**config.mk**
```make
export PLATFORM = sky130hd
export DESIGN_NAME = sideband_status
export DESIGN_NICKNAME = d
export VERILOG_FILES = /design/src/hw/sideband_pkg.sv /design/src/hw/level_sync.sv /design/src/hw/sideband_status.sv
export SDC_FILE = /design/constraint.sdc
export NUM_CORES = 1
export LEC_CHECK = 0
export ABC_CLOCK_PERIOD_IN_PS = 2400
export BUFFER_PORTS_ARGS = -buffer_cell sky130_fd_sc_hd__buf_2
export CAP_MARGIN = 15
export CORE_UTILIZATION = 55
export DETAILED_ROUTE_END_ITERATION = 8
export GPL_TIMING_DRIVEN = 0
export HOLD_SLACK_MARGIN = 0.02
export PLACE_DENSITY = 0.77
export SYNTH_ARGS = -nofsm -noshare
export SYNTH_HDL_FRONTEND = slang
export SYNTH_SLANG_ARGS = --single-unit
export TNS_END_PERCENT = 50
```
**constraint.sdc**
```tcl
create_clock -name core_clk -period 2.4 [get_ports core_clk]
set_clock_uncertainty 0.15 [all_clocks]
set_input_delay 0.36 -clock core_clk [delete_from_list [all_inputs] [get_ports core_clk]]
set_output_delay 0.36 -clock core_clk [all_outputs]
set_load 0.005 [all_outputs]
```
**src/hw/sideband_pkg.sv**
```systemverilog
// Shared constants and carrier types for the sideband status pin block.
// Assumes a single 125 MHz core clock and an active-low asynchronous reset.
package sideband_pkg;

    // ==========================================================
    // Timing
    localparam int CLK_PERIOD_NS = 8;
    localparam int POLL_PERIOD_NS = 20_000_000;
    localparam int POLL_CYCLES = POLL_PERIOD_NS / CLK_PERIOD_NS;
    localparam logic [21:0] POLL_FIRST = 22'h000002;
    localparam int EE_QTR_NS = 2500;
    localparam int EE_QTR_CYCLES = EE_QTR_NS / CLK_PERIOD_NS;

    // ==========================================================
    // Configuration memory layout
    localparam logic [7:0] EE_DEV_WR = 8'hA0;
    localparam logic [7:0] EE_DEV_RD = 8'hA1;
    localparam logic [7:0] EE_CFG_ADDR = 8'h08;
    localparam logic [2:0] EE_LAST_BYTE = 3'h5;
    localparam logic [2:0] EE_FIRST_RD = 3'h3;
    localparam int CFG_MEDIA_EN_BIT = 0;
    localparam int CFG_MEDIA_POL_BIT = 1;
    localparam int CFG_SPEED_IND_BIT = 2;
    localparam int CFG_DEV_DETECT_BIT = 6;
    localparam int SPEED_PIN = 2;

    // ==========================================================
    // Sense codes
    localparam logic [7:0] ASC_NO_MEDIUM = 8'h3A;
    localparam logic [7:0] ASC_CHANGED = 8'h28;
    localparam logic [7:0] ASQ_NONE = 8'h00;

    typedef enum logic [1:0] {
        EE_START = 2'b00,
        EE_BYTE = 2'b01,
        EE_STOP = 2'b10,
        EE_DONE = 2'b11
    } ee_state_t;

    typedef struct packed {
        logic dev_detect_en;
        logic speed_ind_en;
        logic media_pol;
        logic media_en;
    } cfg_flags_t;

    typedef struct packed {
        logic [5:0] rsvd_hi;
        logic high_speed;
        logic bus_powered;
        logic [1:0] rsvd_lo;
        logic [5:0] gpio;
    } int_report_t;

endpackage

```
**src/hw/level_sync.sv**
```systemverilog
// Two-flop synchroniser for a group of independent levels.
// Assumes each bit is a slow level; no bus coherence is implied.
`timescale 1ns/100ps
module level_sync #(
    parameter int W = 1
) (
    input wire logic core_clk,
    input wire logic rst_n,
    input wire logic [W-1:0] d,
    output logic [W-1:0] q
);
    logic [W-1:0] meta_reg;

    always_ff @(posedge core_clk or negedge rst_n) begin
        if (!rst_n) begin
            meta_reg <= '0;
            q <= '0;
        end else begin
            meta_reg <= d;
            q <= meta_reg;
        end
    end
endmodule

```
**src/hw/sideband_status.sv**
```systemverilog
// Sideband status and control pins of the storage bridge.
// Assumes the USB core supplies speed, suspend and interrupt pipe strobes on core_clk.
`timescale 1ns/100ps
module sideband_status
    import sideband_pkg::*;
#(
    parameter int POLL_CYC = POLL_CYCLES
) (
    input wire logic core_clk,
    input wire logic rst_n,
    input wire logic bus_power_present,
    input wire logic service_request_pin,
    input wire logic media_detect_input,
    input wire logic bus_powered_select,
    input wire logic [5:0] gpio_in,
    input wire logic high_speed_flag,
    input wire logic suspend,
    input wire logic int_in_token,
    input wire logic int_ack,
    input wire logic sense_ack,
    input wire logic vendor_gpio_we,
    input wire logic [5:0] vendor_gpio_level,
    input wire logic [5:0] vendor_gpio_dir,
    input wire logic eeprom_sda_in,
    output logic eeprom_sda_out,
    output logic eeprom_sda_oe,
    output logic eeprom_scl_out,
    output logic eeprom_scl_oe,
    output logic dplus_pullup_en,
    output logic [5:0] gpio_out,
    output logic [5:0] gpio_oe,
    output logic int_nak,
    output logic int_data_valid,
    output logic [15:0] int_data,
    output logic sense_valid,
    output logic [7:0] additional_sense_code,
    output logic [7:0] sense_qualifier,
    output logic low_power_indicator_out,
    output logic low_power_indicator_oe,
    output logic config_done,
    output logic device_detect_req
);
    // ==========================================================
    // Input synchronisers
    logic [10:0] sync_q;
    logic vbus_s, srq_s, media_s, buspwr_s, sda_s;
    logic [5:0] gpio_s;

    level_sync #(.W(11)) u_sync (
        .core_clk(core_clk),
        .rst_n(rst_n),
        .d({gpio_in, eeprom_sda_in, bus_powered_select, media_detect_input,
            service_request_pin, bus_power_present}),
        .q(sync_q)
    );
    assign vbus_s = sync_q[0];
    assign srq_s = sync_q[1];
    assign media_s = sync_q[2];
    assign buspwr_s = sync_q[3];
    assign sda_s = sync_q[4];
    assign gpio_s = sync_q[10:5];

    // ==========================================================
    // Configuration read over the two-wire port
    ee_state_t ee_state_reg;
    logic [8:0] qdiv_reg;
    logic [1:0] q_reg;
    logic [3:0] bit_reg;
    logic [2:0] byte_reg;
    logic [7:0] rx_reg;
    logic [7:0] cfg_mem [3];
    logic scl_oe_reg, sda_oe_reg, cfg_done_reg;
    cfg_flags_t cfg;

    wire qtick = (qdiv_reg == 9'(EE_QTR_CYCLES - 1));
    wire slot_end = qtick && (q_reg == 2'h3);
    wire ee_wr = (byte_reg < EE_FIRST_RD);
    wire [7:0] tx_byte = (byte_reg == 3'h0) ? EE_DEV_WR :
                         (byte_reg == 3'h1) ? EE_CFG_ADDR : EE_DEV_RD;
    wire tx_bit = tx_byte[3'(4'h7 - bit_reg)];
    wire scl_lo = (ee_state_reg == EE_START || ee_state_reg == EE_BYTE) ?
                  (q_reg == 2'h0 || q_reg == 2'h3) :
                  (ee_state_reg == EE_STOP && q_reg == 2'h0);
    wire byte_sda_lo = (bit_reg < 4'h8) ? (ee_wr && !tx_bit) :
                       (!ee_wr && byte_reg != EE_LAST_BYTE);
    wire sda_lo = (ee_state_reg == EE_START) ? (q_reg >= 2'h2) :
                  (ee_state_reg == EE_STOP) ? (q_reg < 2'h2) :
                  (ee_state_reg == EE_BYTE) && byte_sda_lo;
    wire rd_sample = qtick && q_reg == 2'h2 && ee_state_reg == EE_BYTE && !ee_wr
                     && bit_reg < 4'h8;

    assign cfg.media_en = cfg_mem[0][CFG_MEDIA_EN_BIT];
    assign cfg.media_pol = cfg_mem[0][CFG_MEDIA_POL_BIT];
    assign cfg.speed_ind_en = cfg_mem[0][CFG_SPEED_IND_BIT];
    assign cfg.dev_detect_en = cfg_mem[0][CFG_DEV_DETECT_BIT];

    always_ff @(posedge core_clk or negedge rst_n) begin
        if (!rst_n) begin
            qdiv_reg <= '0;
            q_reg <= '0;
        end else begin
            qdiv_reg <= (qtick || ee_state_reg == EE_DONE) ? 9'h000 : qdiv_reg + 9'h001;
            q_reg <= qtick ? q_reg + 2'h1 : q_reg;
        end
    end

    always_ff @(posedge core_clk or negedge rst_n) begin
        if (!rst_n) begin
            ee_state_reg <= EE_START;
            bit_reg <= '0;
            byte_reg <= '0;
            rx_reg <= '0;
            cfg_mem <= '{default: 8'h00};
            cfg_done_reg <= 1'b0;
        end else begin
            if (rd_sample) begin
                rx_reg <= {rx_reg[6:0], sda_s};
            end
            if (slot_end) begin
                case (ee_state_reg)
                    EE_START: begin
                        ee_state_reg <= EE_BYTE;
                        bit_reg <= 4'h0;
                    end
                    EE_BYTE: begin
                        if (bit_reg == 4'h8) begin
                            bit_reg <= 4'h0;
                            if (!ee_wr) begin
                                cfg_mem[2'(byte_reg - EE_FIRST_RD)] <= rx_reg;
                            end
                            if (byte_reg == EE_LAST_BYTE) begin
                                ee_state_reg <= EE_STOP;
                            end else begin
                                byte_reg <= byte_reg + 3'h1;
                                if (byte_reg == 3'h1) begin
                                    ee_state_reg <= EE_START;
                                end
                            end
                        end else begin
                            bit_reg <= bit_reg + 4'h1;
                        end
                    end
                    EE_STOP: begin
                        ee_state_reg <= EE_DONE;
                        cfg_done_reg <= 1'b1;
                    end
                    default: ee_state_reg <= EE_DONE;
                endcase
            end
        end
    end

    // ==========================================================
    // Bus power polling and D+ pull-up
    logic [21:0] poll_reg, gap_reg;
    logic pullup_reg, seen_tick_reg;
    wire poll_tick = (poll_reg == 22'h000000);

    always_ff @(posedge core_clk or negedge rst_n) begin
        if (!rst_n) begin
            poll_reg <= POLL_FIRST;
            pullup_reg <= 1'b0;
        end else begin
            poll_reg <= poll_tick ? 22'(POLL_CYC - 1) : poll_reg - 22'h000001;
            if (poll_tick) begin
                pullup_reg <= vbus_s;
            end
        end
    end

    // ==========================================================
    // Interrupt pipe status report
    logic srq_prev_reg, pending_reg, nak_reg, dvalid_reg;
    int_report_t snap_reg, data_reg;
    int_report_t snap_now;
    wire srq_rise = srq_s && !srq_prev_reg;

    always_comb begin
        snap_now = '0;
        snap_now.high_speed = high_speed_flag;
        snap_now.bus_powered = buspwr_s;
        snap_now.gpio = gpio_s;
    end

    always_ff @(posedge core_clk or negedge rst_n) begin
        if (!rst_n) begin
            srq_prev_reg <= 1'b0;
            pending_reg <= 1'b0;
            snap_reg <= '0;
            nak_reg <= 1'b0;
            dvalid_reg <= 1'b0;
            data_reg <= '0;
        end else begin
            srq_prev_reg <= srq_s;
            if (srq_rise) begin
                snap_reg <= snap_now;
            end
            pending_reg <= srq_rise || (pending_reg && !int_ack);
            nak_reg <= int_in_token && !pending_reg;
            dvalid_reg <= int_in_token && pending_reg;
            data_reg <= (int_in_token && pending_reg) ? snap_reg : '0;
        end
    end

    // ==========================================================
    // Removable media sense
    logic media_prev_reg, changed_reg, sense_v_reg;
    logic [7:0] asc_reg;
    wire media_present = !cfg.media_en || (media_s == cfg.media_pol);
    wire media_back = media_present && !media_prev_reg;

    always_ff @(posedge core_clk or negedge rst_n) begin
        if (!rst_n) begin
            media_prev_reg <= 1'b1;
            changed_reg <= 1'b0;
            sense_v_reg <= 1'b0;
            asc_reg <= ASQ_NONE;
        end else begin
            media_prev_reg <= media_present;
            changed_reg <= media_back || (changed_reg && !sense_ack);
            sense_v_reg <= !media_present || changed_reg;
            asc_reg <= !media_present ? ASC_NO_MEDIUM :
                       changed_reg ? ASC_CHANGED : ASQ_NONE;
        end
    end

    // ==========================================================
    // General purpose pins, low-power indicator, start-up detection
    logic [5:0] level_reg, dir_reg, gout_reg, goe_reg;
    logic lp_oe_reg, detect_reg, done_prev_reg;
    logic [5:0] gout_next, goe_next;

    always_comb begin
        gout_next = level_reg;
        goe_next = dir_reg;
        if (cfg_done_reg && cfg.speed_ind_en) begin
            gout_next[SPEED_PIN] = !high_speed_flag;
            goe_next[SPEED_PIN] = 1'b1;
        end
    end

    always_ff @(posedge core_clk or negedge rst_n) begin
        if (!rst_n) begin
            level_reg <= '0;
            dir_reg <= '0;
            gout_reg <= '0;
            goe_reg <= '0;
            lp_oe_reg <= 1'b0;
            detect_reg <= 1'b0;
            done_prev_reg <= 1'b0;
        end else begin
            done_prev_reg <= cfg_done_reg;
            if (vendor_gpio_we) begin
                level_reg <= vendor_gpio_level;
                dir_reg <= vendor_gpio_dir;
            end else if (cfg_done_reg && !done_prev_reg) begin
                level_reg <= cfg_mem[1][5:0];
                dir_reg <= cfg_mem[2][5:0];
            end
            gout_reg <= gout_next;
            goe_reg <= goe_next;
            lp_oe_reg <= !suspend;
            detect_reg <= cfg_done_reg && !done_prev_reg && cfg.dev_detect_en;
        end
    end

    always_ff @(posedge core_clk or negedge rst_n) begin
        if (!rst_n) begin
            scl_oe_reg <= 1'b0;
            sda_oe_reg <= 1'b0;
            gap_reg <= '0;
            seen_tick_reg <= 1'b0;
        end else begin
            scl_oe_reg <= scl_lo;
            sda_oe_reg <= sda_lo;
            gap_reg <= poll_tick ? 22'h000000 : gap_reg + 22'h000001;
            seen_tick_reg <= seen_tick_reg || poll_tick;
        end
    end

    assign eeprom_scl_out = 1'b0;
    assign eeprom_sda_out = 1'b0;
    assign eeprom_scl_oe = scl_oe_reg;
    assign eeprom_sda_oe = sda_oe_reg;
    assign config_done = cfg_done_reg;
    assign dplus_pullup_en = pullup_reg;
    assign gpio_out = gout_reg;
    assign gpio_oe = goe_reg;
    assign int_nak = nak_reg;
    assign int_data_valid = dvalid_reg;
    assign int_data = data_reg;
    assign sense_valid = sense_v_reg;
    assign additional_sense_code = asc_reg;
    assign sense_qualifier = ASQ_NONE;
    assign low_power_indicator_out = 1'b0;
    assign low_power_indicator_oe = lp_oe_reg;
    assign device_detect_req = detect_reg;
endmodule

```
* Yosys cells after proc, flatten, opt, wreduce, memory -nomap -nowiden
Cells that the tools add are included.
** Word-level totals
- Flip-flop bits (word level) :: 158
- Input bits :: 31
- Word-level logic and storage cells :: 145
** Cells by class
- $add $sub $neg :: 7
- Order comparisons :: 7
- Eq/ne operators :: 13
- Muxes and demuxes :: 28
- Bitwise operators :: 3
- Reductions and logical operators :: 49
** Operators with widths (number)
- $mux W6 :: 6
- $bwmux W24 :: 1
- $mux W8 :: 3
- $logic_not A22 Y1 :: 1
- $mux W22 :: 1
- $sub A22 B1 Y22 const B :: 1
- $logic_and A1 B1 Y1 :: 19
- $demux W8 S2 :: 1
- $logic_not A1 Y1 :: 12
- $mux W10 :: 1
- $add A9 B1 Y9 const B :: 1
- $eq A9 B9 Y1 const B :: 1
- $mux W9 :: 1
- $eq A2 B2 Y1 const B :: 4
- $pmux W4 S2 :: 1
- $reduce_and A4 Y1 :: 2
- $logic_or A1 B1 Y1 :: 7
- $mux W1 :: 7
- $mux W2 :: 3
- $add A4 B1 Y4 const B :: 1
- $eq A4 B4 Y1 const B :: 1
- $logic_not A2 Y1 :: 2
- $lt A3 B4 Y1 const B :: 1
- $lt A4 B4 Y1 const B :: 1
- 25 further kinds :: 28

* Longest topological paths before layout
- Depth in word-level cells :: 11
- Depth in mapped cells :: 6
- Gate-level depth less buffers :: 6

* Cells and area by module
Synthesis repeated with hierarchy kept, for this count alone.
** Second synthesis, totals
- Cells, all modules :: 465
- Area, all modules :: 5779.3 sq um
** Modules (own cells, without submodules)
- sideband_status :: instances 1, cells an instance 443, area each 5228.8 sq um, sequential area each 3005.4 sq um
- level_sync :: instances 1, cells an instance 22, area each 550.5 sq um, sequential area each 550.5 sq um

* Worst setup path after synthesis
OpenSTA, ideal clock, no wires.
- Path type :: flip-flop to flip-flop
- From :: register poll_reg[13]
- To :: register poll_reg[20]
- Library setup time :: 66 ps
- Arrival :: 1951 ps
- Path slack :: 233 ps
- Cell stages (with the launch flop) :: 5
- Path buffers :: 0
- Clock period less this slack :: 2167 ps
- Cells stage by stage :: dfrtp_1 > or4_4 > or4_1 > or4b_1 > nand2_1
** On the way
- Cells in the longest elaborated chain, start to end :: 2
- Elaborated cells between the ends (all ways) :: 3
- Those cells by class :: 1 x add/sub; 1 x mux; 1 x reduce/logical
** Ends and longest elaborated chain
- start, declared :: line sideband_status.sv:155 : logic [21:0] poll_reg, gap_reg;
- start signal, assigned :: line sideband_status.sv:164 : poll_reg <= poll_tick ? 22'(POLL_CYC - 1) : poll_reg - 22'h000001;
- $sub A22 B1 Y22 / $logic_not A22 Y1 (equally long branches) :: line sideband_status.sv:164, sideband_status.sv:157
- $mux W22 (*) :: line sideband_status.sv:164
Mark *: on every way between the ends. The rest lies on a longest branch, timed or not.
A chain may end at the register's enable or synchronous reset.

* Worst setup path in the final report
- From :: register qdiv_reg[3]
- To :: register rx_reg[5]
** On the way
- Cells in the longest elaborated chain, start to end :: 5
** Ends and longest elaborated chain
- start, declared :: line sideband_status.sv:66 : logic [8:0] qdiv_reg;
- start signal, assigned :: line sideband_status.sv:102 : qdiv_reg <= (qtick || ee_state_reg == EE_DONE) ? 9'h000 : qdiv_reg + 9'h001;
- $eq A9 B9 Y1 :: line sideband_status.sv:75 : wire qtick = (qdiv_reg == 9'(EE_QTR_CYCLES - 1));
- $logic_and A1 B1 Y1 (3 in a row) :: line sideband_status.sv:89 : wire rd_sample = qtick && q_reg == 2'h2 && ee_state_reg == EE_BYTE && !ee_wr
- $logic_and A1 B1 Y1 :: line sideband_status.sv:90 : && bit_reg < 4'h8;
- end signal, assigned :: line sideband_status.sv:117 : rx_reg <= {rx_reg[6:0], sda_s};
- end, declared :: line sideband_status.sv:70 : logic [7:0] rx_reg;
No other way between the ends.

==> flow_summary.yaml <==
timing:
  slew_violations: 0
  worst_pin_slew_ps: 743
  timing.hold.ws_ps: 201
  clock.fmax_ghz: 0.424
  min_period_ps: 2360
  rsz0062_at_grt: "yes"
  hold_violations: 0
  fin_crit_sh_pct: 98.2
  finalSetupViolCount: 0
  slew_headroom_pct: 50.5
place:
  dp.final_hpwl_um: 6900
  io_buffers: 63
  place_congestion: 0.868
  dp.cells: 690
  dpl_cell_area_um2: 6390
die:
  initial_core_util_pct: 56.3
  placementRows: 37
  core_um2: 10300
  dieArea_um2: 10900
  fp.dieW_um: 105
  io_pins: 87
  die_height_um: 105
detailed_routing:
  route.detailed.wl_per_inst_um: 14.8
  vias: 3930
  totalWireLength_um: 11200
  drc_errors: 0
  dr.pass1.iters: 4
  drtIter0Drc: 231
  ant_nets: 0
  viasPerCell: 5.18
worst_setup_path:
  crit_family: "simple AND/OR/NAND/NOR gates"
  crit_chain: "or3_1 > nor3_4 > nand4b_1 > mux2_2"
  cp_slowest_stage_delay_ps: 470
  arrival_ps: 2620
  worstSetupPathType: "register to register"
  slowest_stage: "or3_1"
  crit_buf_inv: 0
  cp-startpoint: "qdiv_reg[3]"
  cp-end-kind: "register"
  r2r_start: "qdiv_reg[3]"
  required_ps: 2660
  worstSetupStartpointType: "register"
  crit_fanout: 7
global_route:
  grt_pass1_wl_um: 19400
  antenna_found_initial: 0
  grt_pass1_vias: 4113
  grt_usage_pct: 22.9
  grt.overflow.total: 0
  grt_start_max_net_pins: 76
cts:
  cts.htree.levels: 4
  clk_latency_ps: 530
  cts_buffer_depth: 2
  root_buffer: "clkbuf_8"
  clock-sinks: 142
  numCtsBuffers: 17
  cts_tree: "done"
  cts.clk_slew.worst_paths_ps: 70
synth:
  synth_edf_count: 0
  syn_inst: 468
  ys_seq_area_share_pct: 61.4
  synth_flop_cell: "dfrtp_1"
  yosysUniqueCellTypes: 53
  async_reset_ff_share_pct: 100
  ys_seq_elements: 142
  netlist_area_um2: 5790
  avgSynthCellArea_um2: 12.4
  yosys_warnings: 0
power:
  leakage_nw: 3.60
  pwr-share-seq_pct: 48.1
  pwr-share-clk_pct: 46.8
  p_sw_share_pct: 24.6
  pwr-share-comb_pct: 5.1
  vdd_drop_max_mv: 0.419
  power.switching_w: 0.00129
  p_per_area_nw_per_um2: 714
  p_int_w: 0.00394
layout:
  largest_reg_flops: 22
  drive_gt1_share_pct: 28.3
  instances_no_fill: 759
  fin_util_pct: 71.3
  diodes: 0
  fin_area_um2: 7330
  nets: 653
  syn_to_final_growth_pct: 26.6
min_path:
  hp-class: "register to register"
  min-delay-start: "u_sync.meta_reg[9]"
outcome:
  status: "finished clean"
run:
  cap_violations: 0
==> worst paths after layout <==
check,end,depth (start not counted),slack (ps)
max,rx_reg[5],4,40
min,u_sync.q[9],0,200
max reg2reg,rx_reg[5],4,40
min reg2reg,u_sync.q[9],0,200
max in group asynchronous,poll_reg[1],3,1060
min in group asynchronous,level_reg[1],2,230
==> worst register-to-register path, stage by stage (launching register included) <==
cell and delay, ps:
dfrtp_1 440, or3_1 480, nor3_4 360, nand4b_1 410, mux2_2 410
==> cell families (layout without fill, tap and decap cells) <==
logic type                 Yosys count  after routing  synth area share (%)
xor gates and xnor gates            22             22                  3.33
buffers and inverters               53            186                  5.15
DFF                                142            142                  61.4
AOI/OAI and AO/OA                   50             50                  5.21
adders and majority gates           12             12                  2.59
muxes                               45             45                  8.50
other                                1             23                0.0648
and+or+nand+nor                    143            143                  13.7
==> final cells by class <==
cell class | instances | area, um^2
Clock inverter | 15 | 138
Multi-Input combinational cell | 295 | 2040
Timing Repair Buffer | 101 | 709
Fill cell | 697 | 2950
Inverter | 18 | 67.6
Tap cell | 136 | 170
Sequential cell | 142 | 3560
Clock buffer | 17 | 414
Buffer | 35 | 230
==> through the flow <==
step	setup WS, ps	total power (W)	setup TNS, ps
finish	42.4	0.00523	0
CTS	35.4	0.00528	0
global route	-60.0	0.00542	-334
floorplan	233	0.00265	0
detailed placement	-112	0.00278	-423
global placement	-1040	0.00276	-144550
==> placed cells by master, fill, tap and decap left out, drive strengths merged, types with 12 or more instances in the layout <==
| cell | netlist | final |
|---|---|---|
| dfrtp | 140 | 140 |
| buf | 28 | 96 |
| mux2 | 33 | 33 |
| dlygate4sd3 | 0 | 33 |
| mux2i | 12 | 12 |
| nor2 | 26 | 26 |
| nand3 | 13 | 13 |
| ha | 12 | 12 |
| inv | 18 | 29 |
| clkbuf | 7 | 24 |
| nand2 | 33 | 33 |
| xnor2 | 15 | 15 |
| conb | 1 | 23 |
| o21ai | 25 | 25 |
==> layer usage <==
metal	vias up	part of all wire, %	track usage, %
met1	1957	43	28.7
met5	-	0	0
met2	88	51	38.7
li1	1869	-	-
met3	16	4.0	4.99
met4	0	1.6	9.05
==> Yosys cell counts (3+ instances only) <==
library cell | instances | share of area, %
ha_1 | 12 | 2.6
nand2_1 | 33 | 2.1
a21oi_1 | 6 | 0.52
nor2_1 | 26 | 1.7
or3_2 | 3 | 0.39
mux2_2 | 33 | 6.4
clkbuf_1 | 7 | 0.45
nand2b_1 | 6 | 0.65
buf_4 | 26 | 3.4
nand3_1 | 13 | 1.1
dfrtp_1 | 140 | 61
nand4_1 | 9 | 0.97
xor2_1 | 7 | 1.1
nor4_1 | 8 | 0.86
o31ai_1 | 3 | 0.39
nor3_1 | 3 | 0.26
or3_1 | 7 | 0.76
mux2i_1 | 12 | 2.1
or4_1 | 4 | 0.52
xnor2_1 | 15 | 2.3
inv_1 | 18 | 1.2
nor2b_1 | 4 | 0.43
o21ai_0 | 25 | 2.2
and3_1 | 9 | 0.97
nor3b_1 | 4 | 0.52
==> power groups by stage <==
stage	sequential, W	clock, W	combinational [W]
4_1_cts	0.00252	0.00250	0.000266
3_5_place_dp	0.00256	0	0.000220
6_report	0.00252	0.00245	0.000265
3_3_place_gp	0.00255	0	0.000208
5_1_grt	0.00252	0.00259	0.000298
2_1_floorplan	0.00255	0	0.0000929
==> what timing repair did <==
| item | 4_1_cts | 5_1_grt |
|---|---|---|
| endpoints found under the hold margin | 105 | 0 |
| pin swaps | 3 | 2 |
| setup endpoints to repair | 20 | 24 |
| hold buffers | 33 | 0 |
| resized for setup | 3 | 1 |
| buffers inserted | 2 | 2 |
Power figures use the tool's default switching activity.
